==> src/apc_defines.svh <==
`ifndef APC_DEFINES_SVH
`define APC_DEFINES_SVH

// Clock rate and settling times
`define APC_CLK_MHZ          100
`define APC_PLL_SETTLE_NS    6000
`define APC_REF_SETTLE_NS    2000
`define APC_PLL_SETTLE_CYC   ((`APC_PLL_SETTLE_NS * `APC_CLK_MHZ + 999) / 1000)
`define APC_REF_SETTLE_CYC   ((`APC_REF_SETTLE_NS * `APC_CLK_MHZ + 999) / 1000)

// Interrupt line of the low-supply alarm
`define APC_LOW_SUPPLY_IRQ   17
`define APC_IRQ_LINES        32

// Reset values of the control bits
`define APC_RST_FAST_RC_PD   1'h0
`define APC_RST_REF_PD       1'h0
`define APC_RST_PLL_EN       1'h0
`define APC_RST_XTAL_EN      1'h0
`define APC_RST_MON_OFF      1'h0
`define APC_RST_MON_THR      2'h0
`define APC_RST_CONV_SEL     2'h0

// Settle counter width
`define APC_CNT_W            10

`endif

==> src/apc_pkg.sv <==
package apc_pkg;

  // Software controls of the analog support circuits
  typedef struct packed {
    logic       fast_rc_powerdown;
    logic       reference_powerdown;
    logic       multiplier_loop_enable;
    logic       crystal_osc_enable;
    logic       supply_monitor_off;
    logic [1:0] supply_monitor_threshold;
    logic [1:0] converter_clock_select;
  } apc_ctrl_t;

  // Readable status
  typedef struct packed {
    logic low_supply_flag;
    logic pll_ready;
    logic reference_ready;
  } apc_stat_t;

  typedef enum logic [1:0] {
    APC_OFF      = 2'b00,
    APC_SETTLING = 2'b01,
    APC_READY    = 2'b10
  } apc_settle_st_t;

endpackage

==> src/apc_settle.sv <==
`timescale 1ns/100ps
`include "apc_defines.svh"

module apc_settle
  import apc_pkg::*;
#(
  parameter logic [`APC_CNT_W-1:0] CYCLES = 10'h001
) (
  input  wire logic clock,
  input  wire logic rst_n,
  input  wire logic enable,
  output logic      ready
);

  typedef struct packed {
    apc_settle_st_t        st;
    logic [`APC_CNT_W-1:0] cnt;
    logic                  rdy;
  } apc_settle_state_t;

  apc_settle_state_t st_r;
  apc_settle_state_t st_nxt;

  // Count settling time from enable, drop at once on disable
  always_comb begin
    st_nxt = st_r;
    unique case (st_r.st)
      APC_OFF: begin
        st_nxt.cnt = '0;
        st_nxt.rdy = 1'b0;
        if (enable) begin
          st_nxt.st = APC_SETTLING;
        end
      end
      APC_SETTLING: begin
        if (!enable) begin
          st_nxt.st  = APC_OFF;
          st_nxt.cnt = '0;
        end else if (st_r.cnt == CYCLES - 10'h001) begin
          st_nxt.st  = APC_READY;
          st_nxt.rdy = 1'b1;
        end else begin
          st_nxt.cnt = st_r.cnt + 10'h001;
        end
      end
      APC_READY: begin
        if (!enable) begin
          st_nxt.st  = APC_OFF;
          st_nxt.rdy = 1'b0;
        end
      end
      default: begin
        st_nxt.st  = APC_OFF;
        st_nxt.cnt = '0;
        st_nxt.rdy = 1'b0;
      end
    endcase
  end

  always_ff @(posedge clock or negedge rst_n) begin
    if (!rst_n) begin
      st_r <= '0;
    end else begin
      st_r <= st_nxt;
    end
  end

  assign ready = st_r.rdy;

endmodule

==> src/apc_ctrl.sv <==
// Function
// Hold digital reset while analog supply low
// Alarm when supply below selected threshold
// Monitor off suppresses low-supply alarm
// Alarm drives interrupt line seventeen
// Low-supply flag readable as status
// Fast RC powerdown zero runs oscillator
// Software enables reference before fast RC
// Fast RC and reference on after reset
// Loop enable one turns PLL on
// PLL unstable until six microseconds elapse
// Software enables reference before PLL
// PLL multiplies fast RC, up to 96MHz
// Converter clock from PLL, two-bit select
// Crystal enable one starts backup oscillator
// Reference on when zero, settles two microseconds
// Software enables reference before analog users
// Slow RC clocks watchdog and reset filters
// Fast RC selectable main clock, PLL reference
// Ready flags assert after settling counted
`timescale 1ns/100ps
`include "apc_defines.svh"

module apc_ctrl
  import apc_pkg::*;
(
  input  wire logic                        clock,
  input  wire logic                        rst_n,
  input  wire apc_ctrl_t                   ctrl_in,
  input  wire logic                        ctrl_we,
  input  wire logic                        por_supply_ok,
  input  wire logic                        monitor_low,
  input  wire logic                        main_clk_use_pll,
  output apc_ctrl_t                        ctrl_out,
  output logic                             fast_rc_powerdown,
  output logic                             reference_powerdown,
  output logic                             multiplier_loop_enable,
  output logic                             crystal_osc_enable,
  output logic                             supply_monitor_off,
  output logic [1:0]                       supply_monitor_threshold,
  output logic [1:0]                       converter_clock_select,
  output logic                             pll_ref_from_fast_rc,
  output logic                             main_clk_sel_pll,
  output logic                             slow_rc_to_watchdog,
  output logic                             digital_reset_n,
  output logic [`APC_IRQ_LINES-1:0]        irq_lines,
  output apc_stat_t                        status
);

  typedef struct packed {
    apc_ctrl_t                  ctrl;
    logic                       por_s1;
    logic                       por_s2;
    logic                       low_s1;
    logic                       low_s2;
    logic                       dig_rst_n;
    logic                       low_flag;
    logic [`APC_IRQ_LINES-1:0]  irq;
    logic                       main_pll;
    logic                       pll_rdy;
    logic                       ref_rdy;
  } apc_state_t;

  localparam logic [`APC_CNT_W-1:0] PLL_CYC =
    `APC_CNT_W'(`APC_PLL_SETTLE_CYC);
  localparam logic [`APC_CNT_W-1:0] REF_CYC =
    `APC_CNT_W'(`APC_REF_SETTLE_CYC);

  apc_state_t st_r;
  apc_state_t st_nxt;
  logic       pll_ready_w;
  logic       ref_ready_w;
  logic       pll_on;
  logic       ref_on;

  // Reset image of the controls
  function automatic apc_ctrl_t ctrl_reset();
    apc_ctrl_t c;
    c.fast_rc_powerdown        = `APC_RST_FAST_RC_PD;
    c.reference_powerdown      = `APC_RST_REF_PD;
    c.multiplier_loop_enable   = `APC_RST_PLL_EN;
    c.crystal_osc_enable       = `APC_RST_XTAL_EN;
    c.supply_monitor_off       = `APC_RST_MON_OFF;
    c.supply_monitor_threshold = `APC_RST_MON_THR;
    c.converter_clock_select   = `APC_RST_CONV_SEL;
    return c;
  endfunction

  // Settling trackers fed by the registered enables
  assign pll_on = st_r.ctrl.multiplier_loop_enable;
  assign ref_on = !st_r.ctrl.reference_powerdown;

  apc_settle #(
    .CYCLES (PLL_CYC)
  ) u_pll_settle (
    .clock  (clock),
    .rst_n  (rst_n),
    .enable (pll_on),
    .ready  (pll_ready_w)
  );

  apc_settle #(
    .CYCLES (REF_CYC)
  ) u_ref_settle (
    .clock  (clock),
    .rst_n  (rst_n),
    .enable (ref_on),
    .ready  (ref_ready_w)
  );

  // Next-state logic of controls, reset hold and alarm
  always_comb begin
    st_nxt        = st_r;
    st_nxt.por_s1 = por_supply_ok;
    st_nxt.por_s2 = st_r.por_s1;
    st_nxt.low_s1 = monitor_low;
    st_nxt.low_s2 = st_r.low_s1;
    if (ctrl_we) begin
      st_nxt.ctrl = ctrl_in;
    end
    // Digital logic held in reset while supply is low
    st_nxt.dig_rst_n = st_r.por_s2;
    if (!st_r.por_s2) begin
      st_nxt.ctrl = ctrl_reset();
    end
    // Alarm only while the monitor is on
    st_nxt.low_flag = st_r.low_s2 &&
                      !st_r.ctrl.supply_monitor_off;
    st_nxt.irq = '0;
    st_nxt.irq[`APC_LOW_SUPPLY_IRQ] = st_nxt.low_flag;
    // PLL may drive the main clock only once settled
    st_nxt.main_pll = main_clk_use_pll && pll_ready_w;
    st_nxt.pll_rdy  = pll_ready_w;
    st_nxt.ref_rdy  = ref_ready_w;
  end

  always_ff @(posedge clock or negedge rst_n) begin
    if (!rst_n) begin
      st_r      <= '0;
      st_r.ctrl <= ctrl_reset();
    end else begin
      st_r <= st_nxt;
    end
  end

  // Outputs straight from the state register
  assign ctrl_out                 = st_r.ctrl;
  assign fast_rc_powerdown        = st_r.ctrl.fast_rc_powerdown;
  assign reference_powerdown      =
    st_r.ctrl.reference_powerdown;
  assign multiplier_loop_enable   =
    st_r.ctrl.multiplier_loop_enable;
  assign crystal_osc_enable       = st_r.ctrl.crystal_osc_enable;
  assign supply_monitor_off       = st_r.ctrl.supply_monitor_off;
  assign supply_monitor_threshold =
    st_r.ctrl.supply_monitor_threshold;
  assign converter_clock_select   =
    st_r.ctrl.converter_clock_select;
  assign pll_ref_from_fast_rc     = st_r.dig_rst_n;
  assign main_clk_sel_pll         = st_r.main_pll;
  assign slow_rc_to_watchdog      = st_r.dig_rst_n;
  assign digital_reset_n          = st_r.dig_rst_n;
  assign irq_lines                = st_r.irq;
  assign status.low_supply_flag   = st_r.low_flag;
  assign status.pll_ready         = st_r.pll_rdy;
  assign status.reference_ready   = st_r.ref_rdy;

endmodule

==> config.mk <==
export PLATFORM = sky130hd
export DESIGN_NAME = apc_ctrl
export DESIGN_NICKNAME = d
export VERILOG_FILES = /design/src/apc_pkg.sv /design/src/apc_settle.sv /design/src/apc_ctrl.sv
export VERILOG_INCLUDE_DIRS = /design/src
export SDC_FILE = /design/constraint.sdc
export NUM_CORES = 1
export LEC_CHECK = 0
export BUFFER_PORTS_ARGS = -buffer_cell sky130_fd_sc_hd__clkbuf_2
export CORE_ASPECT_RATIO = 1.2
export CORE_MARGIN = 1
export CORE_UTILIZATION = 51
export DETAILED_ROUTE_END_ITERATION = 7
export PLACE_DENSITY = 0.79
export REMOVE_ABC_BUFFERS = 1
export SLEW_MARGIN = 20
export SYNTH_ARGS = -nofsm -noshare
export SYNTH_HDL_FRONTEND = slang
export SYNTH_SLANG_ARGS = --single-unit
==> constraint.sdc <==
create_clock -name clock -period 2 [get_ports clock]
set_clock_uncertainty 0.05 [all_clocks]
set_input_delay 0.4 -clock clock [delete_from_list [all_inputs] [get_ports clock]]
set_output_delay 0.4 -clock clock [all_outputs]
set_load 0.01 [all_outputs]
==> out/results.tsv, run 1 <==
stage	metric	value	unit
floorplanning	coreArea	4360	um^2
synth	yosysTopAreaCellShare	46.3	%
critical_path	r2r-end	u_pll_settle.st_r[1]	
global_route	grtUsageTotal	17.0	%
power	intPower	0.00130	W
power	swShare	26.6	%
synth	yosysWarnings	0	
clocking	cts_buffers	5	
floorplanning	num_io_pins	72	
synth	synth_cell_type_count	43	
final_layout	area_delta_synth_final	5.16	%
clocking	cts_resized	0	
route	totalWireLength	3.97	mm
critical_path	cp-start-kind	flop	
critical_path	end_kind	flop	
critical_path	rrSetupSlack	0.13	ns
critical_path	reg2regPathDepth	4	
clocking	cts_tree	yes	
synth	synth_top_area_cell	dfrtp_1	
synth	synth_top_cells_by_area	dfrtp_1 (46%), buf_4 (16%), mux2i_1 (4.2%), o21ai_0 (3.8%), nor2b_1 (3.4%)	
place	io_buffers	40	
clocking	clock_sink_count	44	
final_layout	num_antenna_cells	0	
critical_path	cp_data_arrival_time	2.00	ns
sta	rsz0062_at_grt	false	
synth	ys_ff_latch	44	
sta	holdWs	0.106	ns
power	power_switching	0.000472	W
route	wl_per_cell	12.4	um
critical_path	crit_type	flop to flop	
critical_path	r2r-start	u_pll_settle.st_r[8]	
route	drc	0	
synth	synth_area_per_cell	10.1	um^2
route	vias_per_cell	5.07	
critical_path	path_cells	or4b_4 > nor4_4 > nor2_2 > mux2_2	
sta	period_share	93.3	%
sta	worst_pin_slew	0.537	ns
place	hpwl	2.87	mm
global_route	overflow	0	
outcome	status	finished clean	
critical_path	crit_fanout	7	
critical_path	critPathSlowestCell	or4b_4	
power	clock_power_share	32.5	%
floorplanning	rows	26	
critical_path	crit_start	u_pll_settle.st_r[8]	
sta	relSlewSlack	64.2	%
synth	synthArstFlopShare	100	%
route	dr.first_iter.drc_count	117	
synth	synth_seq_area_share	46.3	%
clocking	clk_latency	0.30	ns
critical_path	slowest_delay	0.56	ns
clocking	postCtsSetupBuffers	0	
final_layout	nets	280	
clocking	clk_pin_slew	0.08	ns
critical_path	critical-path-top-delay-family	simple AND/OR/NAND/NOR gates	
power	powerDensity	710	nW/um^2
synth	synth_ff_type	dfrtp_1	
critical_path	required	2.13	ns
route	vias	1621	
sta	fmax	536	MHz
clocking	h-tree-depth	2	
final_layout	drive_above_1_share	23.5	%
floorplanning	die_y	76.8	um
sta	finalCriticalPeriod	1.87	ns
clocking	ctsHoldBuffers	0	
route	final_antenna_net_count	0	
route	first_pass_iters	4	
place	routabilityCongestion	0.808	
synth	yosysMostFrequentCell	buf_4	
floorplanning	die_w	64.3	um
critical_path	path_buf_inv	0	
sta	hold_viol	0	
global_route	grt_max_degree	45	
synth	synth-edff-count	0	
synth	synthCells	235	
clocking	ctsRootBufferMaster	clkbuf_8	
power	p_leak	1.25	nW
power	seqPwrFrac	55.1	%
sta	setup_viol	0	
flow_run	cap_violations	0	
global_route	grt_pass1_wl	6.66	mm
sta	maxSlewViolCount	0	
clocking	clockBufferDepth	2	
global_route	antenna_found_initial	0	
power	ir_drop	442	uV
floorplanning	die_area	4940	um^2
synth	syn-cell-area	2380	um^2
power	comb_power_share	12.4	%
worst_hold_path	hp-class	input port to async pin	
synth	synthTopCellsByCount	buf_4 (50), dfrtp_1 (44), nand2_1 (19)	
power	finalPower	0.00178	W
floorplanning	start_util	54.5	%
global_route	grt_pass1_vias	1526	
sta	tns	0	ns
## layout by cell type (no fill, tap or decap), types with 2 or more instances in the layout
master / Yosys / final
buf_4: 50 / 5
o21ai_0: 18 / 18
a31oi_1: 3 / 3
nand3_1: 5 / 5
clkbuf_8: 0 / 6
clkbuf_2: 1 / 40
a21o_1: 2 / 2
nand2_1: 19 / 19
nor2_1: 8 / 8
nand4_1: 2 / 2
nor3_1: 3 / 3
mux2i_1: 10 / 10
a21oi_1: 10 / 10
ha_1: 2 / 2
and3_1: 4 / 4
conb_1: 1 / 31
mux2_2: 2 / 2
nor2b_1: 13 / 13
a22o_1: 2 / 2
nand2b_1: 5 / 5
nand3b_1: 3 / 3
and2_1: 2 / 2
xnor2_1: 3 / 3
dfrtp_1: 44 / 44
nor4_4: 2 / 2
## cell families (layout without fill, tap and decap cells)
| family | count (synthesis) | after routing | synth area share, % |
|---|---|---|---|
| compound gates | 40 | 40 | 9.74 |
| other cells | 1 | 31 | 0.158 |
| mux | 12 | 12 | 5.16 |
| fa+ha+maj | 2 | 2 | 1.05 |
| buf+inv | 54 | 53 | 16.5 |
| xor+xnor | 4 | 4 | 1.47 |
| flops | 44 | 44 | 46.3 |
| simple gates | 78 | 78 | 19.6 |
## per-layer routing
metal / track usage [%] / share of wire [%]
met1: 20.0 / 42
met2: 30.0 / 52
met3: 3.57 / 4.2
met4: 6.00 / 1.5
met5: 0 / 0
## registers in the layout (all words and copies together) (netlist names)
name / cells
converter_clock_select: 2
crystal_osc_enable: 1
digital_reset_n: 1
fast_rc_powerdown: 1
irq_lines: 1
main_clk_sel_pll: 1
multiplier_loop_enable: 1
reference_powerdown: 1
st_nxt: 3
st_r: 1
status: 2
supply_monitor_off: 1
supply_monitor_threshold: 2
u_pll_settle.ready: 1
u_pll_settle.st_r: 12
u_ref_settle.ready: 1
u_ref_settle.st_r: 12
## metrics by stage
| step | worst slack, ns | utilization [%] | cells | area (um^2) |
|---|---|---|---|---|
| final | 0.135 | 57.3 | 320 | 2500 |
| after global routing | 0.0273 | 57.3 | 320 | 2500 |
| after CTS | 0.147 | 57.3 | 320 | 2500 |
| after floorplan | 0.247 | - | 211 | 2100 |
| after global placement | 0.174 | 55.2 | 312 | 2410 |
| after detailed placement | 0.153 | 55.2 | 312 | 2410 |
## power by group through the flow
stage	sequential (W)	clock [W]	combinational, W
floorplan	0.00100	0	0.000119
global placement	0.000992	0	0.000215
detailed placement	0.000995	0	0.000219
CTS	0.000977	0.000595	0.000223
global route	0.000985	0.000628	0.000247
finish	0.000978	0.000577	0.000220
## worst max path at each step
stage | to | slack, ns | depth (start not counted)
after CTS | u_pll_settle.st_r[1] | 0.15 | 4
after global placement | u_pll_settle.st_r[1] | 0.17 | 4
final | u_pll_settle.st_r[1] | 0.13 | 4
after floorplan | u_pll_settle.st_r[1] | 0.25 | 4
after detailed placement | u_pll_settle.st_r[1] | 0.15 | 4
after global routing | u_pll_settle.st_r[1] | 0.03 | 4
## cell type report
type | instances | area (um^2)
Multi-Input combinational cell | 167 | 997
Sequential cell | 44 | 1100
Fill cell | 372 | 1860
Clock buffer | 7 | 86.3
Tap cell | 56 | 70.1
Timing Repair Buffer | 45 | 238
Clock inverter | 1 | 7.51
Power figures use the tool's default switching activity.
==> run 2: changes to the inputs <==
CORE_UTILIZATION = 45   (was 51)
CTS_BUF_LIST = sky130_fd_sc_hd__clkbuf_4 sky130_fd_sc_hd__clkbuf_8   (was not set)
PLACE_DENSITY = 0.71   (was 0.79)
==> run 2 against run 1 <==
Net effect:
- final area grew 1.0%
- power is 7.5% higher
- global-route usage decreased by 2.6 points
- via count is 0.12% higher
- clock power grew 24%
- first-iteration DRC count shrank 43%
- final cell count increased by 0.94%
- sequential cell count is the same
- hold slack improved by 0.017 ns
- maximum frequency fell by 0.64%
- critical path type unchanged
- critical endpoint unchanged
==> out/results.tsv, run 2 (synthesized netlist as in run 1, its figures left out) <==
stage	metric	value	unit	change
critical_path	cp_data_arrival_time	2.01	ns	about the same
power	finalPower	0.00191	W	+7.5%
worst_hold_path	hp-class	input port to async pin		
flow_run	cap_violations	0		unchanged
critical_path	crit_fanout	7		unchanged
floorplanning	num_io_pins	72		unchanged
clocking	clock_sink_count	44		unchanged
sta	hold_viol	0		unchanged
global_route	grt_max_degree	45		unchanged
sta	worst_pin_slew	0.544	ns	+0.00697 ns
place	hpwl	2.90	mm	+1.2%
clocking	ctsHoldBuffers	0		unchanged
route	wl_per_cell	12.3	um	-0.70%
floorplanning	coreArea	5010	um^2	+15%
sta	fmax	533	MHz	-0.64%
route	first_pass_iters	4		unchanged
final_layout	stdcell_count	323		+0.94%
power	power_switching	0.000479	W	+1.5%
clocking	clk_pin_slew	0.09	ns	about the same
final_layout	num_antenna_cells	0		unchanged
final_layout	num-fill-cells	459		+23%
sta	period_share	93.9	%	+0.60 points
place	dpl_cell_area	2400	um^2	-0.10%
floorplanning	start_util	47.5	%	-7.1 points
floorplanning	rows	28		+7.7%
global_route	grtUsageTotal	14.4	%	-2.6 points
power	clock_power_share	37.5	%	+5.0 points
clocking	clk_latency	0.29	ns	about the same
clocking	clockBufferDepth	2		unchanged
floorplanning	die_w	68.4	um	+6.3%
critical_path	required	2.14	ns	about the same
route	drc	0		unchanged
sta	rsz0062_at_grt	false		
sta	setup_viol	0		unchanged
clocking	cts_tree	yes		
critical_path	end_kind	flop		
clocking	h-tree-depth	2		unchanged
power	p_leak	1.26	nW	+0.94%
clocking	cts_buffers	5		unchanged
route	final_antenna_net_count	0		unchanged
final_layout	drive_above_1_share	23.6	%	+0.089 points
critical_path	cp-start-kind	flop		
power	powerDensity	756	nW/um^2	+6.4%
route	vias	1623		+0.12%
route	dr.first_iter.drc_count	67		-43%
power	ir_drop	354	uV	-20%
sta	maxSlewViolCount	0		unchanged
sta	finalCriticalPeriod	1.88	ns	+0.0119 ns
power	comb_power_share	11.2	%	-1.2 points
floorplanning	die_y	81.6	um	+6.3%
place	routabilityCongestion	0.770		-4.7%
final_layout	area_delta_synth_final	6.21	%	
place	dp_cells	315		+0.96%
power	seqPwrFrac	51.2	%	-3.9 points
power	intPower	0.00143	W	+9.7%
route	totalWireLength	3.98	mm	+0.23%
final_layout	fin_util	50.4	%	-6.9 points
place	io_buffers	40		unchanged
clocking	postCtsSetupBuffers	0		unchanged
clocking	ctsRootBufferMaster	clkbuf_8		
route	vias_per_cell	5.02		-0.81%
sta	relSlewSlack	63.8	%	-0.46 points
critical_path	crit_type	flop to flop		
global_route	antenna_found_initial	0		unchanged
floorplanning	die_area	5580	um^2	+13%
clocking	cts_resized	0		unchanged
sta	tns	0	ns	unchanged
final_layout	final_common_cell	dfrtp_1		
outcome	status	finished clean		
final_layout	nets	279		-0.36%
global_route	grt_pass1_vias	1390		-8.9%
global_route	grt_pass1_wl	6.01	mm	-9.7%
power	swShare	25.1	%	-1.5 points
final_layout	final_cell_mix	dfrtp_1 (44), clkbuf_2 (40), conb_1 (31), nand2_1 (19), o21ai_0 (18)		
global_route	overflow	0		unchanged
final_layout	design_area	2520	um^2	+1.0%
## run 2: cell types whose count changed in the layout (fill, tap and decap cells not counted), sizes merged
cell      before  now
buf            5    4
clkbuf        47   46
bufinv         0    1
clkinv         0    1
clkinvlp       1    0
## run 2: worst paths after layout
path	start	to	slack [ns]	cells after the start
hold reg to reg	st_nxt[39]	st_nxt[36]	0.31	0
hold / removal	rst_n	u_ref_settle.ready	0.12	2
setup reg to reg	u_pll_settle.st_r[8]	u_pll_settle.st_r[1]	0.12	4
min in group clock	por_supply_ok	st_nxt[39]	0.16	1
setup / recovery	u_pll_settle.st_r[8]	u_pll_settle.st_r[1]	0.12	4
max in group asynchronous	rst_n	converter_clock_select[1]	1.41	2
## run 2: worst max-delay path, stage by stage, from the launching register on
cell	delay, ns
dfrtp_1	0.43
or4b_4	0.56
nor4_4	0.41
nor2_2	0.07
mux2_2	0.26
## run 2: stage by stage
step	worst slack, ns	hold slack (ns)
floorplan	0.247	0.0544
global placement	0.175	0.283
detailed placement	0.131	0.290
CTS	0.122	0.147
global route	0.0731	0.134
finish	0.123	0.123
## run 2: cell type report
type	count	area, um^2	share of cell area (%)
repair buffers	44	230	9.12
multi-input cells	167	997	39.5
clock inverters	2	38.8	1.54
flip-flops and latches	44	1100	43.6
well taps	60	75.1	2.97
clock buffers	6	82.6	3.27
## run 2: power by group through the flow
stage / Combinational (W) / Clock (W) / Sequential [W]
global route: 0.000245 / 0.000775 / 0.000986
CTS: 0.000218 / 0.000729 / 0.000978
floorplan: 0.000119 / 0 / 0.00100
global placement: 0.000212 / 0 / 0.000994
detailed placement: 0.000216 / 0 / 0.000996
finish: 0.000215 / 0.000716 / 0.000978
## run 2: routing by layer
metal  vias up  global-route usage, %  share of wire, %
met3         8                   4.72               3.7
met5         -                      0                 0
met2        40                   23.2                50
met1       789                   17.4                45
li1        786                      -                 -
met4         0                   5.83               1.5
